## config.mk

```make
export PLATFORM = sky130hd
export DESIGN_NAME = opv_host
export DESIGN_NICKNAME = d
export VERILOG_FILES = /design/src/logic/opv_pkg.sv /design/src/logic/opv_tmr_if.sv /design/src/logic/opv_timer.sv /design/src/logic/opv_host.sv
export SDC_FILE = /design/constraint.sdc
export NUM_CORES = 1
export LEC_CHECK = 0
export BUFFER_PORTS_ARGS = -buffer_cell sky130_fd_sc_hd__buf_4
export CAP_MARGIN = 20
export CORE_ASPECT_RATIO = 1.5
export CORE_UTILIZATION = 53
export DETAILED_ROUTE_END_ITERATION = 8
export PLACE_DENSITY_LB_ADDON = 0.05
export SYNTH_ARGS = -nofsm -noshare
export SYNTH_HDL_FRONTEND = slang
export SYNTH_HIERARCHICAL = 1
export SYNTH_SLANG_ARGS = --single-unit
```

## constraint.sdc

```tcl
create_clock -name clock_in -period 4.66 [get_ports clock_in]
set_input_delay 0.233 -clock clock_in [delete_from_list [all_inputs] [get_ports clock_in]]
set_output_delay 0.233 -clock clock_in [all_outputs]
set_load 0.005 [all_outputs]
```

## src/logic/opv_pkg.sv

```systemverilog
`default_nettype none
package opv_pkg;
  // clock rate of the controller
  localparam int CLK_HZ = 10_000_000;
  // pulse timing in microseconds
  localparam int PULSE_LOW_US = 100;
  localparam int PULSE_HIGH_MIN_US = 10;
  localparam int VPP_SETUP_US = 10;
  localparam int VPP_HOLD_US = 10;
  // derived cycle counts (10 MHz: 10 cycles per us)
  localparam int CYC_PER_US = CLK_HZ / 1_000_000;
  localparam int PULSE_LOW_CYC = PULSE_LOW_US * CYC_PER_US;
  localparam int PULSE_HIGH_CYC = PULSE_HIGH_MIN_US * CYC_PER_US;
  localparam int VPP_SETUP_CYC = VPP_SETUP_US * CYC_PER_US;
  localparam int VPP_HOLD_CYC = VPP_HOLD_US * CYC_PER_US;
  // setup and hold: 48 oscillator periods at the slowest 4 MHz is 12 us
  localparam int SETUP_US = 12;
  localparam int SETUP_CYC = SETUP_US * CYC_PER_US;
  // verify settle: 48 oscillator periods at the slowest 4 MHz
  localparam int READ_WAIT_CYC = SETUP_CYC;
  localparam int PULSE_COUNT = 5;
  localparam int CNT_W = 12;
  localparam logic [CNT_W-1:0] CNT_ONE = 12'h0001;
  localparam logic [2:0] PULSE_ONE = 3'h1;
  // encryption table last address
  localparam logic [15:0] ENC_LAST_ADDR = 16'h001F;
  // signature locations
  localparam logic [15:0] SIG_MAKER_ADDR = 16'h0030;
  localparam logic [15:0] SIG_PART_ADDR = 16'h0031;
  // port 0 bit positions for readout fields
  localparam int LOCK1_BIT = 7;
  localparam int LOCK2_BIT = 6;
  localparam int LOCK3_BIT = 3;
  localparam int CLKOPT_BIT = 4;
  // user commands
  typedef enum logic [3:0] {
    OPV_CMD_PGM_CODE = 4'h0,
    OPV_CMD_PGM_ENC = 4'h1,
    OPV_CMD_PGM_LOCK1 = 4'h2,
    OPV_CMD_PGM_LOCK2 = 4'h3,
    OPV_CMD_PGM_LOCK3 = 4'h4,
    OPV_CMD_PGM_6CLK = 4'h5,
    OPV_CMD_VERIFY = 4'h6,
    OPV_CMD_SIG = 4'h7,
    OPV_CMD_VFY_LOCK = 4'h8,
    OPV_CMD_VFY_CLK = 4'h9
  } opv_cmd_t;
  // select pin set: p27,p26,p37,p36,p33
  typedef struct packed {
    logic p27;
    logic p26;
    logic p37;
    logic p36;
    logic p33;
  } opv_sel_t;
  localparam opv_sel_t SEL_IDLE = 5'h00;
endpackage : opv_pkg
`default_nettype wire

```

## src/logic/opv_tmr_if.sv

```systemverilog
`default_nettype none
// timer request and done between sequencer and timer
interface opv_tmr_if;
  logic load;
  logic [opv_pkg::CNT_W-1:0] count;
  logic done;
  modport ctl(output load, output count, input done);
  modport tmr(input load, input count, output done);
endinterface : opv_tmr_if
`default_nettype wire

```

## src/logic/opv_timer.sv

```systemverilog
`default_nettype none
// down counter; done while idle at zero
module opv_timer (
  // clock and reset
  input wire logic clock_in,
  input wire logic rst_n_in,
  // timer port
  opv_tmr_if.tmr t
);
  import opv_pkg::*;
  logic [CNT_W-1:0] cnt; // remaining cycles
  //////////////////////////////////////////////////////////////////
  // count down after a load
  always_ff @(posedge clock_in or negedge rst_n_in) begin
    if (!rst_n_in) begin
      cnt <= '0;
    end else if (t.load) begin
      cnt <= t.count;
    end else if (cnt != '0) begin
      cnt <= cnt - CNT_ONE;
    end
  end
  // done one cycle early so the load-to-done span equals count
  assign t.done = (cnt == CNT_ONE) || (cnt == '0);
endmodule : opv_timer
`default_nettype wire

```

## src/logic/opv_host.sv

```systemverilog
`default_nettype none
// Behaviour
// - keep device oscillator running at 4-6 MHz
// - address on ports 1/2, data port 0
// - code program levels, reset high, strobe low
// - exactly five low programming pulses each
// - pulse low 100us, high at least 10us
// - encryption table at addresses 0 to 1FH
// - lock bit select patterns per bit
// - verify levels, device drives port 0
// - signature reads at 030h/031h, P3.6/P3.7 low
// - lock bits readback on P0.7, P0.6, P0.3
// - 6-clock option program select levels
module opv_host (
  // clock and reset
  input wire logic clock_in,
  input wire logic rst_n_in,
  // user command port
  input wire logic cmd_valid_in,
  input wire opv_pkg::opv_cmd_t cmd_in,
  input wire logic [15:0] cmd_addr_in,
  input wire logic [7:0] cmd_data_in,
  output logic cmd_ready_out,
  output logic rsp_valid_out,
  output logic [7:0] rsp_data_out,
  // device oscillator enable
  output logic osc_en_out,
  // device control pins
  output logic dev_reset_out,
  output logic program_store_strobe_out,
  output logic program_pulse_pin_out,
  output logic vpp_high_out,
  output logic ea_level_out,
  // select pins
  output logic p27_out,
  output logic p26_out,
  output logic p37_out,
  output logic p36_out,
  output logic p33_out,
  // address ports
  output logic [7:0] port1_out,
  output logic [7:0] port2_low_out,
  // port 0 two-way, oe low means driving
  input wire logic [7:0] port0_in,
  output logic [7:0] port0_out,
  output logic port0_oe_n_out
);
  import opv_pkg::*;

  //////////////////////////////////////////////////////////////////
  // state machine
  // one-hot codes; each step drives its own pin levels
  typedef enum logic [7:0] {
    ST_IDLE = 8'h01,
    ST_SETUP = 8'h02,
    ST_VPP_ON = 8'h04,
    ST_PULSE_LO = 8'h08,
    ST_PULSE_HI = 8'h10,
    ST_VPP_OFF = 8'h20,
    ST_READ = 8'h40,
    ST_DONE = 8'h80
  } opv_state_t;

  opv_state_t state; // current step
  opv_state_t next_state; // step after this cycle
  logic is_pgm; // latched command programs
  logic [2:0] pulses; // pulses still to give
  opv_sel_t sel; // select pattern for command
  opv_sel_t next_sel; // pattern decoded from input
  logic next_is_pgm; // decoded programming flag
  logic [CNT_W-1:0] tmr_count; // timer value to load
  logic tmr_load; // timer start strobe
  logic accept; // command taken this cycle

  // one shared down counter paces every step except idle and done; only one interval runs at a time
  opv_tmr_if tif();
  opv_timer u_timer (
    .clock_in(clock_in),
    .rst_n_in(rst_n_in),
    .t(tif)
  );
  // timer request from the sequencer
  assign tif.load = tmr_load;
  assign tif.count = tmr_count;
  // a command is taken only from idle; one offered while busy is ignored, not queued
  assign accept = cmd_valid_in && (state == ST_IDLE);

  //////////////////////////////////////////////////////////////////
  // decode select levels for the incoming command
  always_comb begin
    next_sel = SEL_IDLE;
    next_is_pgm = 1'b1;
    // p3.3 is a don't-care outside the 6-clock modes and is driven low there
    case (cmd_in)
      OPV_CMD_PGM_CODE: next_sel = '{1'b1, 1'b0, 1'b1, 1'b1, 1'b0};
      OPV_CMD_PGM_ENC: next_sel = '{1'b1, 1'b0, 1'b1, 1'b0, 1'b0};
      OPV_CMD_PGM_LOCK1: next_sel = '{1'b1, 1'b1, 1'b1, 1'b1, 1'b0};
      OPV_CMD_PGM_LOCK2: next_sel = '{1'b1, 1'b1, 1'b0, 1'b0, 1'b0};
      OPV_CMD_PGM_LOCK3: next_sel = '{1'b0, 1'b1, 1'b0, 1'b1, 1'b0};
      OPV_CMD_PGM_6CLK: next_sel = '{1'b0, 1'b0, 1'b1, 1'b0, 1'b0};
      OPV_CMD_VERIFY: begin
        next_sel = '{1'b0, 1'b0, 1'b1, 1'b1, 1'b0};
        next_is_pgm = 1'b0;
      end
      OPV_CMD_SIG: begin
        next_sel = '{1'b0, 1'b0, 1'b0, 1'b0, 1'b0};
        next_is_pgm = 1'b0;
      end
      OPV_CMD_VFY_LOCK: begin
        // p2.7 is the enable, held low while reading
        next_sel = '{1'b0, 1'b0, 1'b1, 1'b0, 1'b0};
        next_is_pgm = 1'b0;
      end
      OPV_CMD_VFY_CLK: begin
        next_sel = '{1'b0, 1'b0, 1'b0, 1'b1, 1'b1};
        next_is_pgm = 1'b0;
      end
      default: begin
        // unused codes leave every select low and never raise vpp
        next_sel = SEL_IDLE;
        next_is_pgm = 1'b0;
      end
    endcase
  end

  //////////////////////////////////////////////////////////////////
  // next state and timer loads
  always_comb begin
    next_state = state;
    tmr_load = 1'b0;
    tmr_count = '0;
    case (state)
      // idle: start the settle interval as soon as a command is taken
      ST_IDLE: begin
        if (accept) begin
          next_state = ST_SETUP;
          tmr_load = 1'b1;
          tmr_count = CNT_W'(SETUP_CYC);
        end
      end
      // selects, address and data have settled; programming raises vpp next
      ST_SETUP: begin
        if (tif.done) begin
          tmr_load = 1'b1;
          if (is_pgm) begin
            next_state = ST_VPP_ON;
            tmr_count = CNT_W'(VPP_SETUP_CYC);
          end else begin
            // readout: no vpp, just wait for port 0 to settle
            next_state = ST_READ;
            tmr_count = CNT_W'(READ_WAIT_CYC);
          end
        end
      end
      // vpp setup before the first pulse falls
      ST_VPP_ON: begin
        if (tif.done) begin
          next_state = ST_PULSE_LO;
          tmr_load = 1'b1;
          tmr_count = CNT_W'(PULSE_LOW_CYC);
        end
      end
      // pulse low; the span is the nominal width, well inside the limits
      ST_PULSE_LO: begin
        if (tif.done) begin
          next_state = ST_PULSE_HI;
          tmr_load = 1'b1;
          tmr_count = CNT_W'(PULSE_HIGH_CYC);
        end
      end
      // gap between pulses; after the fifth pulse it counts toward vpp hold
      ST_PULSE_HI: begin
        if (tif.done) begin
          tmr_load = 1'b1;
          if (pulses == PULSE_ONE) begin
            next_state = ST_VPP_OFF;
            tmr_count = CNT_W'(VPP_HOLD_CYC);
          end else begin
            next_state = ST_PULSE_LO;
            tmr_count = CNT_W'(PULSE_LOW_CYC);
          end
        end
      end
      // vpp hold after the last pulse rises, then report
      ST_VPP_OFF: begin
        if (tif.done) begin
          next_state = ST_DONE;
        end
      end
      // port 0 is sampled when this wait runs out
      ST_READ: begin
        if (tif.done) begin
          next_state = ST_DONE;
        end
      end
      // one cycle for the answer, then back to idle
      ST_DONE: next_state = ST_IDLE;
      default: next_state = ST_IDLE;
    endcase
  end

  //////////////////////////////////////////////////////////////////
  // state register
  // asynchronous reset puts the sequencer in idle
  always_ff @(posedge clock_in or negedge rst_n_in) begin
    if (!rst_n_in) begin
      state <= ST_IDLE;
    end else begin
      state <= next_state;
    end
  end

  //////////////////////////////////////////////////////////////////
  // latch command, address, data and select pattern
  always_ff @(posedge clock_in or negedge rst_n_in) begin
    if (!rst_n_in) begin
      is_pgm <= 1'b0;
      sel <= SEL_IDLE;
      port1_out <= '0;
      port2_low_out <= '0;
      port0_out <= '0;
    end else if (accept) begin
      // held for the whole command; the device reads them during every pulse
      is_pgm <= next_is_pgm;
      sel <= next_sel;
      port1_out <= cmd_addr_in[7:0];
      port2_low_out <= cmd_addr_in[15:8];
      port0_out <= cmd_data_in;
    end
  end

  //////////////////////////////////////////////////////////////////
  // pulse counter, five per programming operation
  // a 3-bit count is enough for the fixed train of five
  always_ff @(posedge clock_in or negedge rst_n_in) begin
    if (!rst_n_in) begin
      pulses <= '0;
    end else if (accept) begin
      // reload on every take, so a cut train never carries over
      pulses <= 3'(PULSE_COUNT);
    end else if (state == ST_PULSE_HI && tif.done) begin
      pulses <= pulses - PULSE_ONE;
    end
  end

  //////////////////////////////////////////////////////////////////
  // pin drive; select pins change only in setup, one cycle after the take, never under vpp
  always_ff @(posedge clock_in or negedge rst_n_in) begin
    if (!rst_n_in) begin
      dev_reset_out <= 1'b0;
      program_store_strobe_out <= 1'b1;
      program_pulse_pin_out <= 1'b1;
      vpp_high_out <= 1'b0;
      ea_level_out <= 1'b1;
      osc_en_out <= 1'b0;
      {p27_out, p26_out, p37_out, p36_out, p33_out} <= SEL_IDLE;
      port0_oe_n_out <= 1'b1;
    end else begin
      // oscillator on for the whole session (4-6 MHz source outside)
      osc_en_out <= 1'b1;
      dev_reset_out <= 1'b1;
      program_store_strobe_out <= 1'b0;
      // selects follow the latched pattern one cycle after the take
      {p27_out, p26_out, p37_out, p36_out, p33_out} <= sel;
      // high voltage from vpp setup through hold
      vpp_high_out <= (next_state == ST_VPP_ON) || (next_state == ST_PULSE_LO) ||
                      (next_state == ST_PULSE_HI) || (next_state == ST_VPP_OFF);
      // logic-high level on the external access pin whenever vpp is not applied
      ea_level_out <= 1'b1;
      // pulse pin falls only inside the pulse-low step
      program_pulse_pin_out <= (next_state != ST_PULSE_LO);
      // drive port 0 only for programming; float it for every readout
      port0_oe_n_out <= !(is_pgm && (next_state != ST_IDLE) && (state != ST_IDLE));
    end
  end

  //////////////////////////////////////////////////////////////////
  // handshake and readout capture
  always_ff @(posedge clock_in or negedge rst_n_in) begin
    if (!rst_n_in) begin
      cmd_ready_out <= 1'b0;
      rsp_valid_out <= 1'b0;
      rsp_data_out <= '0;
    end else begin
      // ready follows the idle state so a take and a busy flag never overlap
      cmd_ready_out <= (next_state == ST_IDLE);
      // one-cycle answer strobe at the end of every command
      rsp_valid_out <= (state == ST_VPP_OFF || state == ST_READ) && tif.done;
      if (state == ST_READ && tif.done) begin
        // raw byte; decoding of encrypted data is left to the user
        rsp_data_out <= port0_in;
      end else if (state == ST_VPP_OFF && tif.done) begin
        // programming answers carry no data
        rsp_data_out <= '0;
      end
    end
  end
endmodule : opv_host
`default_nettype wire

```

# After elaboration in Yosys (flattened, before gate mapping)

Index checks and enable logic that the tools add are counted.

Flip-flop bits (word level): 73
Input bits: 39
Word-level logic and storage cells: 103
Output and inout port bits: 46

Add/subtract/negate cells: 2
Reduce and logical (&&, ||, !) cells: 23
Multiplexer cells: 28
Equality and inequality tests: 25

Operators by type and width:

| kind                                                                   | number |
|---|---|
| 8-bit 2-to-1 mux                                                       | 8 |
| 10-bit one-hot mux with 5 select lines                                 | 1 |
| 8-bit one-hot mux with 6 select lines                                  | 1 |
| 5-bit one-hot mux with 8 select lines                                  | 1 |
| 10-bit 2-to-1 mux                                                      | 3 |
| 7-bit 2-to-1 mux                                                       | 4 |
| 12-bit 2-to-1 mux                                                      | 2 |
| 8-bit by 1-bit equality test with 1-bit output, second input constant  | 2 |
| 8-bit by 3-bit equality test with 1-bit output, second input constant  | 2 |
| 8-bit by 4-bit equality test with 1-bit output, second input constant  | 2 |
| 8-bit by 5-bit equality test with 1-bit output, second input constant  | 2 |
| 8-bit by 6-bit equality test with 1-bit output, second input constant  | 2 |
| 8-bit by 1-bit != test with 1-bit output, second input constant        | 2 |
| 12-bit by 1-bit equality test with 1-bit output, second input constant | 1 |
| 4-bit by 3-bit equality test with 1-bit output, second input constant  | 3 |
| 12-bit logical NOT                                                     | 1 |
| 12-bit nonzero test                                                    | 1 |
| 12-bit by 1-bit subtractor with 12-bit output, second input constant   | 1 |
| 4-bit by 2-bit equality test with 1-bit output, second input constant  | 2 |
| 4-bit equality test, second input constant                             | 2 |
| 8-bit by 2-bit equality test with 1-bit output, second input constant  | 1 |
| 8-bit by 7-bit equality test with 1-bit output, second input constant  | 1 |
| 8-bit by 4-bit != test with 1-bit output, second input constant        | 1 |
| 1-bit logical AND                                                      | 7 |
| other kinds (15)                                                       | 25 |

# Logic depth before layout (Yosys ltp)

Depth in word-level cells: 8
Mapped depth: 13
Gate-level depth less buffers: 9

# Cells and area by module

Netlist, hierarchy kept.

Modules (own cells, without submodules):

| module    | area each (sq um) | seq. area each (sq um) | times used | cells each |
|---|---|---|---|---|
| opv_host  | 2,697.6           | 1,531.5                | 1          | 274 |
| opv_timer | 798.3             | 300.3                  | 1          | 81 |

# Least setup slack after synthesis

Ideal clock, no wire load.

Kind: register to register
Start point: reg u_timer.cnt[7]
End point: reg u_timer.cnt[6]
Data arrival time: 3,115 ps
Stages on the path, launching flop included: 11
Required time: 4,538 ps
Path buffers: 4
Clock period less this slack: 3,236 ps
Setup slack: 1,424 ps
Library setup time: 122 ps
Path through: dfrtp_1 or4_1 nor4_1 clkbuf_1 clkbuf_1 o31ai_1 nand2_1 buf_1 clkbuf_1 nor2_1 a2111oi_1

Word-level cells in the longest chain between the ends: 5
Elaborated cells between the ends (all ways): 13
Classes of those cells: eq/ne: 1; mux: 8; reduce/logical: 4

Ends and longest elaborated chain:

| what                                                                                         | line            | source |
|---|---|---|
| from (decl)                                                                                  | opv_timer.sv:11 | `logic [CNT_W-1:0] cnt;` |
| from (signal assigned)                                                                       | opv_timer.sv:18 | `cnt <= t.count;` |
| from (signal assigned)                                                                       | opv_timer.sv:20 | `cnt <= cnt - CNT_ONE;` |
| 12-bit by 1-bit equality test with 1-bit output / 12-bit logical NOT (equally long branches) | opv_timer.sv:24 | `assign t.done = (cnt == CNT_ONE) \|\| (cnt == '0);` |
| 1-bit logical OR *                                                                           | opv_timer.sv:24 |  |
| named net tif.done                                                                           | opv_tmr_if.sv:6 | `logic done;` |
| 1-bit 2-to-1 mux *                                                                           | --              |  |
| 1-bit one-hot mux with 2 select lines *                                                      | opv_host.sv:132 | `case (state)` |
| named net tif.load                                                                           | opv_tmr_if.sv:4 | `logic load;` |
| 12-bit 2-to-1 mux / 2-bit nonzero test (equally long branches)                               | --              |  |

Mark *: on every way through the listed nets, which the timed path passes. The rest lies on a longest branch.
A chain may end at the register's enable or synchronous reset.

# Worst setup path in the final report

Start point: reg u_timer.cnt[5]
End point: reg u_timer.cnt[4]

The elaborated chain is that of the path after synthesis.

==> impl_metrics.py <==
metrics = {
    "floorplan": {
        "coreArea_um2": 6260,
        "die_area_um2": 6930,
        "fp.dieW_um": 68.3,
        "start_util": 0.558,
        "io_pins": 85,
        "rows": 35,
        "die_y_um": 101,
    },
    "route": {
        "finalWirelength_um": 7560,
        "vias": 2749,
        "drtAntennaViolNets": 0,
        "route.detailed.drc": 0,
        "viasPerCell": 5.35,
        "avgRoutedWirePerCell_um": 14.7,
        "drtIter0Drc": 192,
        "drtPass1Iterations": 4,
    },
    "finish": {
        "antennaDiodeCount": 0,
        "final_net_count": 479,
        "fillers": 517,
        "finish.utilization": 0.691,
        "syn2layout_area_growth_pct": 23.7,
        "drive_gt1_frac": 0.275,
    },
    "logic_synthesis": {
        "yosys.area_share.simple": 0.248,
        "yosysTopAreaCell": "dfrtp_1",
        "muxShareOfSynthArea": 0.0147,
        "synth_fa_ha_area_frac": 0.0179,
        "yosysMostFrequentCell": "nand2_1",
        "avgSynthCellArea_um2": 9.85,
        "ys_top_cells_by_area": "dfrtp_1, nand2_1, dfstp_2",
        "synth_edf_count": 0,
        "yosys_most_used_dff": "dfrtp_1",
        "syn_area_um2": 3500,
        "yosysWarnings": 6,
        "synth_top_family_by_area": "simple AND/OR/NAND/NOR gates",
        "synth.distinct_cells": 61,
        "synthTopCellsByCount": "nand2_1, dfrtp_1, nor2_1, inv_1, clkbuf_1",
        "synth-compound-area-share": 0.115,
        "synth_xor_area_frac": 0.0297,
        "synth-seq-area-share": 0.524,
        "async_reset_ff_frac": 1.00,
        "ys_ff_latch": 73,
        "netlist.area_leader.share": 0.494,
        "synth_cells": 355,
    },
    "timing": {
        "fmax_mhz": 313,
        "grt_setup_unrepaired": "false",
        "hold_ws_ns": 0.00194,
        "fin_crit_sh": 0.685,
        "setup_viol": 0,
        "setup_tns_ns": 0,
        "fin_worst_skew_ns": 0.00988,
        "hold_viol": 0,
        "finalMaxSlewViolations": 0,
        "min_period_ns": 3.19,
        "max_slew_margin": 0.412,
        "worst_pin_slew_ns": 0.882,
    },
    "cts": {
        "cts_setup_buffers": 0,
        "holdBufCountCts": 0,
        "htree_levels": 3,
        "clockBufferDepth": 2,
        "clock_latency_ns": 0.36,
        "cts_tree": "built",
        "clockRootBuffer": "clkbuf_8",
        "cts_inserted_buffers": 9,
        "cts_resized": 0,
        "clock_sinks": 73,
        "clkTransAtPathRegs_ns": 0.08,
    },
    "critical_path": {
        "r2r_end": "u_timer/cnt[4]",
        "cp-start-kind": "register",
        "reg2reg_from": "u_timer/cnt[5]",
        "crit_fanout": 28,
        "cp_slowest_cell": "or4_1",
        "worstPathCellList": "or4_1 > nor4_2 > buf_4 > o31ai_1 > nand2_1 > and3b_1 > a2111oi_0",
        "startpoint": "u_timer/cnt[5]",
        "cp.arrival_ns": 3.43,
        "worst_setup_path_end_kind": "register",
        "r2r_slack_ns": 1.47,
        "max_stage_delay_ns": 0.68,
        "criticalPathCategory": "register to register",
        "r2r_cells": 7,
        "cp.required_ns": 4.90,
    },
    "power_and_ir_drop": {
        "ir_worst_vdd_uv": 364,
        "leakagePower_nw": 2.23,
        "p_per_area_nw_per_um2": 529,
    },
    "worst_hold_path": {
        "min_path_type": "input pin to async pin",
    },
    "global_route": {
        "grt_usage": 0.247,
        "grt_pass1_vias": 2726,
        "grt_max_degree": 74,
        "grt_pass1_wl_um": 12400,
        "antenna_found_initial": 0,
        "grt_overflow_total": 0,
    },
    "placed_design": {
        "dp_hpwl_um": 5360,
        "io_buffers": 83,
        "gp_congestion": 0.881,
    },
    "status": {
        "status": "completed",
    },
    "run": {
        "drv_cap": 0,
    },
}
## per-layer routing
layer  up-vias  routed length [um]  GRT usage
met1      1318                3090      0.293
met5         -                   0          0
met2        54                4060      0.411
met3        11                 248     0.0642
li1       1366                   -          -
met4         0                 164      0.107
## worst max path at each step
| stage | cells past startpoint | slack [ns] | end |
|---|---|---|---|
| 2_1_floorplan | 10 | 1.42 | u_timer/cnt[6] |
| 5_1_grt | 7 | 1.16 | u_timer/cnt[4] |
| 3_3_place_gp | 7 | 1.55 | u_timer/cnt[4] |
| 3_5_place_dp | 7 | 1.48 | u_timer/cnt[4] |
| 6_report | 7 | 1.47 | u_timer/cnt[4] |
| 4_1_cts | 7 | 1.47 | u_timer/cnt[4] |
## layout by cell type, fill, tap and decap left out, drive strengths merged, types with 6 or more instances in the layout
cell	netlist	layout
a21oi	8	8
a22o	8	8
buf	12	86
clkbuf	10	9
conb	2	7
dfrtp	69	69
inv	11	12
nand2	87	87
nand2b	9	9
nand3	7	7
nor2	13	13
nor2b	6	6
nor3	8	8
nor4	10	10
o211a	7	7
o21ai	7	7
xor2	7	7
## logic make-up after synthesis
kind of cell    count (synthesis)
compound gates                 53
xor+xnor                       11
fa+ha+maj                       5
buf+inv                        33
flops                          73
mux                             5
other cells                     2
simple gates                  173
## power by group
part / internal, mW / switching (mW) / leakage (nW)
Combinational: 0.401 / 0.390 / 1.22
Sequential: 0.845 / 0.163 / 0.913
Clock: 0.246 / 0.243 / 0.0954
Total: 1.49 / 0.796 / 2.23
## sequential cells by signal, summed over array words and instances (netlist names), 3 cells and up
signal / cells
pulses: 3
state: 8
port1_out: 8
port2_low_out: 8
u_timer/cnt: 12
port0_out: 8
sel: 5
rsp_data_out: 8
## final cells by class
cell class,instances,area (um2),share of cell area
Inverter,11,41.3,0.00955
Tap cell,74,92.6,0.0214
Timing Repair Buffer,86,646,0.149
Clock inverter,7,68.8,0.0159
Clock buffer,9,124,0.0286
Sequential cell,73,1830,0.423
Multi-Input combinational cell,254,1520,0.352
## critical path: cells and delay by family, from the launching register on
family,cells,cell delay [ns]
simple gates,4,1.90
buf+inv,1,0.27
flops,1,0.40
compound gates,2,0.49
## metrics by stage
step	total power, mW	worst slack [ns]	area, um2	cells
2_1_floorplan	1.47	1.42	3510	360
3_3_place_gp	1.79	1.55	4130	498
3_5_place_dp	1.82	1.48	4130	498
4_1_cts	2.32	1.47	4330	514
5_1_grt	2.46	1.16	4330	514
6_report	2.29	1.47	4330	514
No activity file was read; power rests on OpenSTA's default activity.
